## config.mk

```make
export PLATFORM = sky130hd
export DESIGN_NAME = acs_top
export DESIGN_NICKNAME = d
export VERILOG_FILES = /design/src/acs_pkg.sv /design/src/acs_top.sv /design/src/acs_clkdiv.sv /design/src/acs_decim.sv
export SDC_FILE = /design/constraint.sdc
export NUM_CORES = 1
export LEC_CHECK = 0
export BUFFER_PORTS_ARGS = -buffer_cell sky130_fd_sc_hd__buf_2
export CAP_MARGIN = 30
export CORE_MARGIN = 5
export CORE_UTILIZATION = 61
export DETAILED_ROUTE_END_ITERATION = 8
export PLACE_DENSITY = 0.8
export SETUP_SLACK_MARGIN = 0.1
export SLEW_MARGIN = 15
export SYNTH_ARGS = -nofsm -noshare
export SYNTH_HDL_FRONTEND = slang
export SYNTH_SLANG_ARGS = --single-unit
```

## constraint.sdc

```tcl
create_clock -name mclk -period 5.2 [get_ports mclk]
set_input_delay 0.26 -clock mclk [delete_from_list [all_inputs] [get_ports mclk]]
set_output_delay 0.26 -clock mclk [all_outputs]
set_load 0.1 [all_outputs]
```

## src/acs_pkg.sv

```systemverilog
// ****************************************************************
// shared constants and types of the conversion sequencer
// ****************************************************************
package acs_pkg;

   // clocking: system clock divided down to the conversion clock
   localparam int unsigned SYS_CLK_HZ   = 32_000_000;                 // system clock
   localparam int unsigned CONV_CLK_HZ  = 4_000_000;                  // conversion clock
   localparam int unsigned CONV_DIV     = SYS_CLK_HZ / CONV_CLK_HZ;   // divide ratio
   localparam int unsigned DIV_W        = 3;                          // divider counter width
   localparam logic [2:0]  DIV_LAST     = 3'(CONV_DIV - 1);           // last divider count

   // settling and filter lengths, in conversion clock periods
   localparam int unsigned SETTLE_TICKS = 16;                         // settling wait
   localparam logic [4:0]  SETTLE_LAST  = 5'(SETTLE_TICKS - 1);       // last settle count
   localparam int unsigned CNT_W        = 13;                         // holds up to 4096
   localparam int unsigned RES_MIN      = 7;                          // coarsest resolution
   localparam logic [2:0]  RES_CODE_MAX = 3'h5;                       // code for 12 bits

   // register port
   localparam int unsigned ADDR_W       = 4;                          // address width
   localparam int unsigned DATA_W       = 16;                         // data width
   localparam logic [3:0]  OFF_CTRL     = 4'h0;                       // control
   localparam logic [3:0]  OFF_STATUS   = 4'h1;                       // status
   localparam logic [3:0]  OFF_RES0     = 4'h4;                       // first result
   localparam logic [3:0]  OFF_RES3     = 4'h7;                       // last result

   // control field positions
   localparam int unsigned CTRL_START   = 0;                          // start a sequence
   localparam int unsigned CTRL_DIFF    = 1;                          // pin pair differential
   localparam int unsigned CTRL_RES_LSB = 4;                          // resolution code
   localparam int unsigned CTRL_CH_LSB  = 8;                          // channel enable mask
   localparam logic [2:0]  RES_RST      = 3'h0;                       // 7 bits after reset
   localparam logic [3:0]  CHMASK_RST   = 4'h1;                       // pin zero after reset

   // status field positions
   localparam int unsigned STAT_BUSY    = 0;                          // sequence running
   localparam int unsigned STAT_DONE    = 1;                          // results waiting

   // input multiplexer channels, in conversion order
   localparam int unsigned NUM_CH       = 4;                          // channel count
   typedef enum logic [1:0] {
      CH_PIN0    = 2'b00,                                            // analog_pin_zero
      CH_PIN1    = 2'b01,                                            // analog_pin_one
      CH_TEMP    = 2'b10,                                            // temperature sensor
      CH_SUPPLY3 = 2'b11                                             // analog_core_supply / 3
   } acs_chan_t;

   // sequencer states
   typedef enum logic [2:0] {
      ST_IDLE   = 3'b000,                                            // waiting for request
      ST_PICK   = 3'b001,                                            // find next channel
      ST_SETTLE = 3'b010,                                            // let the mux settle
      ST_FILT   = 3'b011,                                            // decimation running
      ST_STORE  = 3'b100                                             // capture result
   } acs_state_t;

   // register port request
   typedef struct packed {
      logic [ADDR_W-1:0] addr;                                       // register address
      logic [DATA_W-1:0] wdata;                                      // write data
      logic              wr;                                         // write strobe
      logic              rd;                                         // read strobe
   } acs_bus_req_t;

   // analog front end steering
   typedef struct packed {
      acs_chan_t sel;                                                // multiplexer select
      logic      diff;                                               // differential pair
      logic      run;                                                // modulator running
   } acs_afe_t;

endpackage : acs_pkg

```

## src/acs_top.sv

```systemverilog
`timescale 1ns/100ps
`default_nettype none
// ****************************************************************
// conversion sequencer top
// ****************************************************************
// Summary of operation
// - conversion clock is system clock divided by eight
// - filter runs exactly decimation-rate conversion clock periods
// - channel change waits sixteen conversion clocks first
// - decimation setting also fixes 7-12 bit resolution
// - host request converts selected channels in ascending order
// - results are two's complement
// - single-ended results never negative
// - differential signed, 2047 to -2048 at 12 bits
// - pins single-ended or paired differential
// - mux also offers temperature and supply third
module acs_top (
   // clock and reset
   input  wire logic                       mclk,
   input  wire logic                       nrst,
   // register port
   input  wire logic [acs_pkg::ADDR_W-1:0] addr,
   input  wire logic [acs_pkg::DATA_W-1:0] wdata,
   input  wire logic                       wr,
   input  wire logic                       rd,
   output var  logic [acs_pkg::DATA_W-1:0] rdata,
   // modulator bitstream
   input  wire logic                       mod_bit,
   // analog front end steering
   output var  acs_pkg::acs_afe_t          afe,
   // status pins
   output var  logic                       busy,
   output var  logic                       done
);
   import acs_pkg::*;

   // ****************************************************************
   // declarations
   // ****************************************************************
   acs_bus_req_t        req;                                 // bundled bus request
   acs_state_t          state_r;                             // sequencer state
   acs_state_t          state_nxt;                           // next sequencer state
   logic                diff_r;                              // pin pair differential
   logic [2:0]          res_code_r;                          // resolution code
   logic [3:0]          chmask_r;                            // enabled channels
   logic [2:0]          idx_r;                               // next slot to search from
   acs_chan_t           ch_r;                                // channel being converted
   logic                last_vld_r;                          // a previous channel exists
   acs_chan_t           last_ch_r;                           // previous channel
   logic                last_diff_r;                         // previous differential mode
   logic [CNT_W-1:0]    tcnt_r;                              // tick counter
   logic                done_r;                              // results waiting
   logic [DATA_W-1:0]   res_r [NUM_CH];                      // held results
   logic [DATA_W-1:0]   rdata_r;                             // read data register

   logic                tick;                                // conversion clock tick
   logic [CNT_W-1:0]    ones;                                // decimation count
   logic                wr_ctrl;                             // control write
   logic                rd_stat;                             // status read
   logic                start;                               // accepted request
   logic [3:0]          eff_mask;                            // mask after pairing
   logic                found;                               // a channel remains
   acs_chan_t           next_ch;                             // next channel found
   logic                chan_changed;                        // selection differs
   logic [2:0]          res_code;                            // clamped resolution code
   logic [CNT_W-1:0]    rate;                                // decimation rate
   logic                settle_end;                          // settling finished
   logic                filt_end;                            // filter window finished
   logic                store;                               // result capture cycle
   logic                seq_end;                             // sequence finished
   logic signed [14:0]  diff_val;                            // two ones minus rate
   logic signed [14:0]  half_val;                            // scaled to resolution
   logic signed [14:0]  top_val;                             // largest positive code
   logic signed [14:0]  sat_val;                             // saturated value
   logic signed [14:0]  fin_val;                             // after single-ended clamp
   logic [DATA_W-1:0]   rd_mux;                              // read selection

   // ****************************************************************
   // sub blocks
   // ****************************************************************

   // conversion clock tick
   acs_clkdiv u_div (
      .mclk (mclk),
      .nrst (nrst),
      .tick (tick)
   );

   // decimation counter, cleared while a channel is picked
   acs_decim u_dec (
      .mclk    (mclk),
      .nrst    (nrst),
      .clr     (state_r == ST_PICK),
      .en      ((state_r == ST_FILT) && tick),
      .mod_bit (mod_bit),
      .ones    (ones)
   );

   // ****************************************************************
   // register decode
   // ****************************************************************
   assign req     = '{addr: addr, wdata: wdata, wr: wr, rd: rd};
   assign wr_ctrl = req.wr && (req.addr == OFF_CTRL);
   assign rd_stat = req.rd && (req.addr == OFF_STATUS);

   // request refused while running or while results still unread
   assign start   = wr_ctrl && req.wdata[CTRL_START] && (state_r == ST_IDLE)
                    && !done_r;

   // ****************************************************************
   // channel search
   // ****************************************************************

   // in pair mode slot zero converts both pins, slot one is skipped
   assign eff_mask = diff_r ? (chmask_r & 4'hD) : chmask_r;

   // lowest enabled slot at or above the search index
   always_comb begin
      found   = 1'b0;
      next_ch = CH_PIN0;
      for (int i = NUM_CH - 1; i >= 0; i--) begin
         if (eff_mask[i] && (3'(i) >= idx_r)) begin
            found   = 1'b1;
            next_ch = acs_chan_t'(2'(i));
         end
      end
   end

   // settling needed when mux setting differs from the last one
   assign chan_changed = !last_vld_r || (next_ch != last_ch_r)
                         || (diff_r != last_diff_r);

   // ****************************************************************
   // timing
   // ****************************************************************
   assign res_code   = (res_code_r > RES_CODE_MAX) ? RES_CODE_MAX : res_code_r;
   // rate is two to the resolution, 128 up to 4096 ticks;
   // four bit shift amount so code plus seven never wraps
   assign rate       = CNT_W'(1) << (4'(res_code) + 4'(RES_MIN));
   assign settle_end = tick && (tcnt_r[4:0] == SETTLE_LAST);
   assign filt_end   = tick && (tcnt_r == rate - 13'h0001);
   assign store      = (state_r == ST_STORE);
   assign seq_end    = (state_r == ST_PICK) && !found;

   // ****************************************************************
   // sequencer
   // ****************************************************************
   always_comb begin
      state_nxt = state_r;
      case (state_r)
         ST_IDLE: begin
            // wait for an accepted host request
            if (start) begin
               state_nxt = ST_PICK;
            end
         end
         ST_PICK: begin
            if (!found) begin
               // no enabled slot left: sequence over
               state_nxt = ST_IDLE;
            end else if (chan_changed) begin
               // new mux setting needs its settling time
               state_nxt = ST_SETTLE;
            end else begin
               // same setting as last time: filter at once
               state_nxt = ST_FILT;
            end
         end
         ST_SETTLE: begin
            // sixteen ticks before the filter starts
            if (settle_end) begin
               state_nxt = ST_FILT;
            end
         end
         ST_FILT: begin
            // window closes on its last rate tick
            if (filt_end) begin
               state_nxt = ST_STORE;
            end
         end
         ST_STORE: begin
            // one cycle to latch the result
            state_nxt = ST_PICK;
         end
         default: begin
            // unused state codes return to idle
            state_nxt = ST_IDLE;
         end
      endcase
   end

   // state register
   always_ff @(posedge mclk or negedge nrst) begin
      if (!nrst) begin
         state_r <= ST_IDLE;
      end else begin
         state_r <= state_nxt;
      end
   end

   // tick counter, restarts on every state change
   always_ff @(posedge mclk or negedge nrst) begin
      if (!nrst) begin
         tcnt_r <= '0;
      end else if (state_nxt != state_r) begin
         // every new state counts from zero
         tcnt_r <= '0;
      end else if (tick) begin
         tcnt_r <= tcnt_r + 13'h0001;
      end
   end

   // search index and current channel
   always_ff @(posedge mclk or negedge nrst) begin
      if (!nrst) begin
         idx_r <= '0;
         ch_r  <= CH_PIN0;
      end else if (start) begin
         // a new sequence searches from slot zero
         idx_r <= '0;
      end else if ((state_r == ST_PICK) && found) begin
         // later searches start one slot higher
         ch_r  <= next_ch;
         idx_r <= {1'b0, next_ch} + 3'h1;
      end
   end

   // remembers the last converted selection
   always_ff @(posedge mclk or negedge nrst) begin
      if (!nrst) begin
         last_vld_r  <= 1'b0;
         last_ch_r   <= CH_PIN0;
         last_diff_r <= 1'b0;
      end else if (store) begin
         last_vld_r  <= 1'b1;
         last_ch_r   <= ch_r;
         last_diff_r <= diff_r;
      end
   end

   // ****************************************************************
   // configuration
   // ****************************************************************

   // writes to control are ignored while a sequence runs
   always_ff @(posedge mclk or negedge nrst) begin
      if (!nrst) begin
         diff_r     <= 1'b0;
         res_code_r <= RES_RST;
         chmask_r   <= CHMASK_RST;
      end else if (wr_ctrl && (state_r == ST_IDLE)) begin
         // settings written with start apply at once
         diff_r     <= req.wdata[CTRL_DIFF];
         res_code_r <= req.wdata[CTRL_RES_LSB +: 3];
         chmask_r   <= req.wdata[CTRL_CH_LSB +: NUM_CH];
      end
   end

   // ****************************************************************
   // result formatting
   // ****************************************************************

   // ones span 0..rate, so two ones minus rate spans -rate..rate
   assign diff_val = 15'(signed'({2'b00, ones}) <<< 1) - signed'({2'b00, rate});
   assign half_val = diff_val >>> 1;
   assign top_val  = signed'({2'b00, (rate >> 1)}) - 15'sd1;
   assign sat_val  = (half_val > top_val) ? top_val : half_val;

   // single-ended channels clamp at zero, the pair keeps its sign
   assign fin_val  = (!(diff_r && (ch_r == CH_PIN0)) && sat_val[14])
                     ? 15'sd0 : sat_val;

   // one held result per channel, written only by its own store
   for (genvar g = 0; g < NUM_CH; g++) begin : g_res
      always_ff @(posedge mclk or negedge nrst) begin
         if (!nrst) begin
            res_r[g] <= '0;
         end else if (store && (ch_r == acs_chan_t'(2'(g)))) begin
            res_r[g] <= {fin_val[14], fin_val};
         end
      end
   end

   // ****************************************************************
   // completion and read back
   // ****************************************************************

   // done sets at sequence end and wins over a clearing status read
   always_ff @(posedge mclk or negedge nrst) begin
      if (!nrst) begin
         done_r <= 1'b0;
      end else if (seq_end) begin
         done_r <= 1'b1;
      end else if (rd_stat) begin
         done_r <= 1'b0;
      end
   end

   // read selection, unmapped addresses read zero
   always_comb begin
      rd_mux = '0;
      case (req.addr)
         OFF_CTRL: begin
            // start bit is a pulse and reads zero
            rd_mux[CTRL_DIFF]            = diff_r;
            rd_mux[CTRL_RES_LSB +: 3]    = res_code_r;
            rd_mux[CTRL_CH_LSB +: NUM_CH] = chmask_r;
         end
         OFF_STATUS: begin
            // running and results-waiting flags
            rd_mux[STAT_BUSY] = (state_r != ST_IDLE);
            rd_mux[STAT_DONE] = done_r;
         end
         default: begin
            // one held result per channel slot
            if ((req.addr >= OFF_RES0) && (req.addr <= OFF_RES3)) begin
               rd_mux = res_r[2'(req.addr - OFF_RES0)];
            end
         end
      endcase
   end

   // read data stands in the cycle after the strobe only
   always_ff @(posedge mclk or negedge nrst) begin
      if (!nrst) begin
         rdata_r <= '0;
      end else if (req.rd) begin
         rdata_r <= rd_mux;
      end else begin
         rdata_r <= '0;
      end
   end

   // ****************************************************************
   // outputs
   // ****************************************************************
   assign rdata    = rdata_r;
   // busy covers every state but idle
   assign busy     = (state_r != ST_IDLE);
   assign done     = done_r;
   // steering built as one struct, a single driver for the port
   assign afe      = '{sel:  ch_r,
                       diff: diff_r && (ch_r == CH_PIN0),
                       run:  (state_r == ST_SETTLE) || (state_r == ST_FILT)};

endmodule : acs_top
`default_nettype wire

```

## src/acs_clkdiv.sv

```systemverilog
`timescale 1ns/100ps
`default_nettype none
// ****************************************************************
// conversion clock tick generator
// ****************************************************************
module acs_clkdiv (
   // clock and reset
   input  wire logic mclk,
   input  wire logic nrst,
   // one-cycle tick per conversion clock period
   output var  logic tick
);
   import acs_pkg::*;

   logic [DIV_W-1:0] cnt_r;                                  // divider count
   logic [DIV_W-1:0] cnt_nxt;                                // next count
   logic             wrap;                                   // last count reached

   assign wrap    = (cnt_r == DIV_LAST);
   assign cnt_nxt = wrap ? '0 : cnt_r + 3'h1;

   // free running divide-by-eight
   always_ff @(posedge mclk or negedge nrst) begin
      if (!nrst) begin
         cnt_r <= '0;
         tick  <= 1'b0;
      end else begin
         cnt_r <= cnt_nxt;
         tick  <= wrap;
      end
   end

endmodule : acs_clkdiv
`default_nettype wire

```

## src/acs_decim.sv

```systemverilog
`timescale 1ns/100ps
`default_nettype none
// ****************************************************************
// modulator bit synchroniser and decimation counter
// ****************************************************************
module acs_decim (
   // clock and reset
   input  wire logic                     mclk,
   input  wire logic                     nrst,
   // control
   input  wire logic                     clr,
   input  wire logic                     en,
   // modulator bit from the analog side
   input  wire logic                     mod_bit,
   // count of ones over the filter window
   output var  logic [acs_pkg::CNT_W-1:0] ones
);
   import acs_pkg::*;

   logic       s1_r;                                         // first sync stage
   logic       s2_r;                                         // second sync stage
   logic       s3_r;                                         // third sync stage
   logic       bit_r;                                        // accepted modulator level
   logic       agree;                                        // stages two and three match

   assign agree = (s2_r == s3_r);

   // three stage synchroniser, level accepted once stages agree
   always_ff @(posedge mclk or negedge nrst) begin
      if (!nrst) begin
         s1_r  <= 1'b0;
         s2_r  <= 1'b0;
         s3_r  <= 1'b0;
         bit_r <= 1'b0;
      end else begin
         s1_r  <= mod_bit;
         s2_r  <= s1_r;
         s3_r  <= s2_r;
         if (agree) begin
            bit_r <= s3_r;
         end
      end
   end

   // counts ones, one sample per conversion clock period
   always_ff @(posedge mclk or negedge nrst) begin
      if (!nrst) begin
         ones <= '0;
      end else if (clr) begin
         ones <= '0;
      end else if (en && bit_r) begin
         ones <= ones + 13'h0001;
      end
   end

endmodule : acs_decim
`default_nettype wire

```

==> out/results.ini <==
[yosys]
netlist_area_sq_um = 6770
yosysTopAreaCell = dfrtp_1
synthTopCellsByArea = dfrtp_1 (46%), ha_1 (5.5%), mux4_2 (4.7%)
ys_seq_elements = 125
ys_top_cells_by_count = dfrtp_1 (124), nor2_1 (72), nand2_1 (48)
yosysMostFrequentCell = dfrtp_1
syn_avg_cell_area_sq_um = 10.4
yosysUniqueCellTypes = 73
synth_flop_cell = dfrtp_1
async_flop_share = 1.00
netlist_instances = 649
synth_top_cell_area_share = 0.458
seq_area_frac_synth = 0.462
ys_warn_count = 0
synth_edf_count = 0

[timing]
setup_viol_count_final = 0
maxSlewHeadroom = 0.462
finalCriticalPeriod_ps = 4760
worst_slack_ps = 436
clock_skew_ps = 8.20
setup_tns_ps = 0
hold_viol = 0
finalMaxSlewViolations = 0
period_share = 0.916
worst_pin_slew_ps = 806
max_freq_mhz = 210
rsz0062_at_grt = false

[pwr]
p_leak_nw = 3.55
ir_drop_uv = 268
total_power_mw = 2.45
power_density_nw_per_um2 = 316

[floorplan]
die_area_sq_um = 13300
die-height_microns = 115
initial_utilization = 0.625
core_region_area_sq_um = 10800
rows = 38
io_pins = 47
die_w_microns = 115

[setup_path]
endpoint_kind = flop
r2r_end = res_r[9]$_DFFE_PN0P_
worstPathArrival_ps = 5230
worst-path-max-fanout = 10
r2r_cells = 14
startpoint_type = flop
rrSetupSlack_ps = 440
critPathRequiredTime_ps = 5670
critPathKind = reg -> reg
rr_startpoint = res_code_r[2]$_DFFE_PN0P_
cp-endpoint = res_r[9]$_DFFE_PN0P_
crit_start = res_code_r[2]$_DFFE_PN0P_

[route]
wirelength_microns = 15700
ant_nets = 0
first_pass_iters = 5
wl_per_cell_microns = 18.5
num_vias = 5195
drtIter0Drc = 507
vias_per_cell = 6.12
post-route-drc-count = 0

[run_status]
status = finished clean

[flow_run]
drv_cap = 0

[final_layout]
num_antenna_cells = 0
fin_util = 0.714
ff_latch_area_sq_um = 3130
final_cell_area_sq_um = 7740
finalNetCount = 753
fillers = 718
multi_input_area_sq_um = 3400
drive_above_1_share = 0.185
area_growth_pct = 14.3

[place]
place_area_sq_um = 7040
routabilityCongestion = 0.898
dp_hpwl_microns = 10900
pre_cts_ws_ps = 426
io_buffers = 39

[clocking]
cts_resized = 0
clkSinkCount = 125
post_cts_buffers = 0
cts_root_buffer = clkbuf_8
cts_max_level = 4
clk_latency_ps = 530
clk_pin_slew_worst_paths_ps = 60
cts_tree = built
cts-buffers-inserted = 17
clock_path_buffers = 2

[grt]
groute.usage.overall = 0.254
grt_antenna_before_repair = 0
grt_pass1_vias = 5358
overflow = 0
grt_pass1_wl_microns = 26100
grt_max_degree = 64

[worst_hold_path]
hp-class = in -> reg

==> cells in the final DEF, fill, tap and decap left out, drive strengths merged, types with 9 or more instances in the layout <==
| cell | count |
|---|---|
| dfrtp | 124 |
| nor2 | 72 |
| nand2 | 48 |
| buf | 47 |
| nand3 | 30 |
| ha | 30 |
| o21ai | 26 |
| a31oi | 25 |
| inv | 23 |
| clkbuf | 21 |
| xor2 | 19 |
| xnor2 | 19 |
| mux2 | 19 |
| nor2b | 18 |
| a21oi | 17 |
| and3 | 15 |
| mux4 | 14 |
| nor3 | 13 |
| conb | 10 |
| dlygate4sd3 | 10 |
| a22oi | 9 |
==> worst min-delay path by stage <==
stage,startpoint,to,slack (ps),cells after the start
final,rd,rdata[6]$_DFF_PN0_,100,2
after global routing,rd,rdata[8]$_DFF_PN0_,100,2
after CTS,rd,rdata[6]$_DFF_PN0_,80,2
after detailed placement,u_dec.s1_r$_DFF_PN0_,u_dec.s2_r$_DFF_PN0_,340,0
after global placement,u_dec.s1_r$_DFF_PN0_,u_dec.s2_r$_DFF_PN0_,330,0
after floorplan,nrst,ch_r[0]$_DFFE_PN0P_,-40,0
==> routing by layer <==
| layer | up-vias | global-route usage | wire (microns) |
|---|---|---|---|
| met5 | - | 0 | 0 |
| met4 | 0 | 0.117 | 413 |
| met3 | 41 | 0.0526 | 942 |
| met2 | 205 | 0.442 | 7930 |
| met1 | 2560 | 0.301 | 6400 |
| li1 | 2389 | - | - |
==> power breakdown <==
group          switching [mW]  internal, mW
clock                   0.419         0.750
combinational           0.172        0.0915
sequential             0.0232         0.991
total                   0.614          1.83
==> state kept, by name (all words and copies together), names as in the netlist <==
name,flops
ch_r,2
chmask_r,4
diff_r,1
done,1
idx_r,3
last_ch_r,2
last_diff_r,1
last_vld_r,1
rdata,14
res_code_r,3
res_r,56
state_r,3
tcnt_r,13
u_dec.bit_r,1
u_dec.ones,13
u_dec.s1_r,1
u_dec.s2_r,1
u_dec.s3_r,1
u_div.cnt_r,3
u_div.tick,1
==> cells by family after synthesis <==
logic type,Yosys count,share of synthesized area
compound gates,113,0.119
xor+xnor,38,0.0491
fa+ha+maj,32,0.0598
buf+inv,60,0.0408
flops,125,0.462
mux,37,0.0840
other cells,2,0.00111
simple gates,242,0.184
==> worst max-delay path, stage by stage, from the launching register on <==
cell       delay [ps]
dfrtp_1           520
or3b_2            550
ha_1              440
nor2_1             60
a2111oi_0         440
o211ai_1          280
ha_1              360
a21oi_1           180
nor2b_1            70
o31a_1            310
o41ai_2           510
clkbuf_2          300
buf_4             210
mux2i_1           280
mux2_2            190
==> final cells by class <==
type	instances	share of cell area
Tap cell	140	0.0226
Sequential cell	125	0.404
Timing Repair Buffer	58	0.0468
Multi-Input combinational cell	472	0.439
Inverter	23	0.0111
Clock inverter	11	0.0184
Clock buffer	20	0.0575
==> metrics by stage <==
stage | hold slack [ps] | cells
3_5_place_dp | 338 | 806
4_1_cts | 78.8 | 847
3_3_place_gp | 335 | 805
6_report | 96.5 | 849
2_1_floorplan | -35.6 | 657
5_1_grt | 105 | 849
==> timing repair <==
action,in CTS,in global routing
hold buffers,10,0
setup endpoints to repair,0,0
endpoints found under the hold margin,70,0
Note: power is estimated with default switching activity, not from simulation.
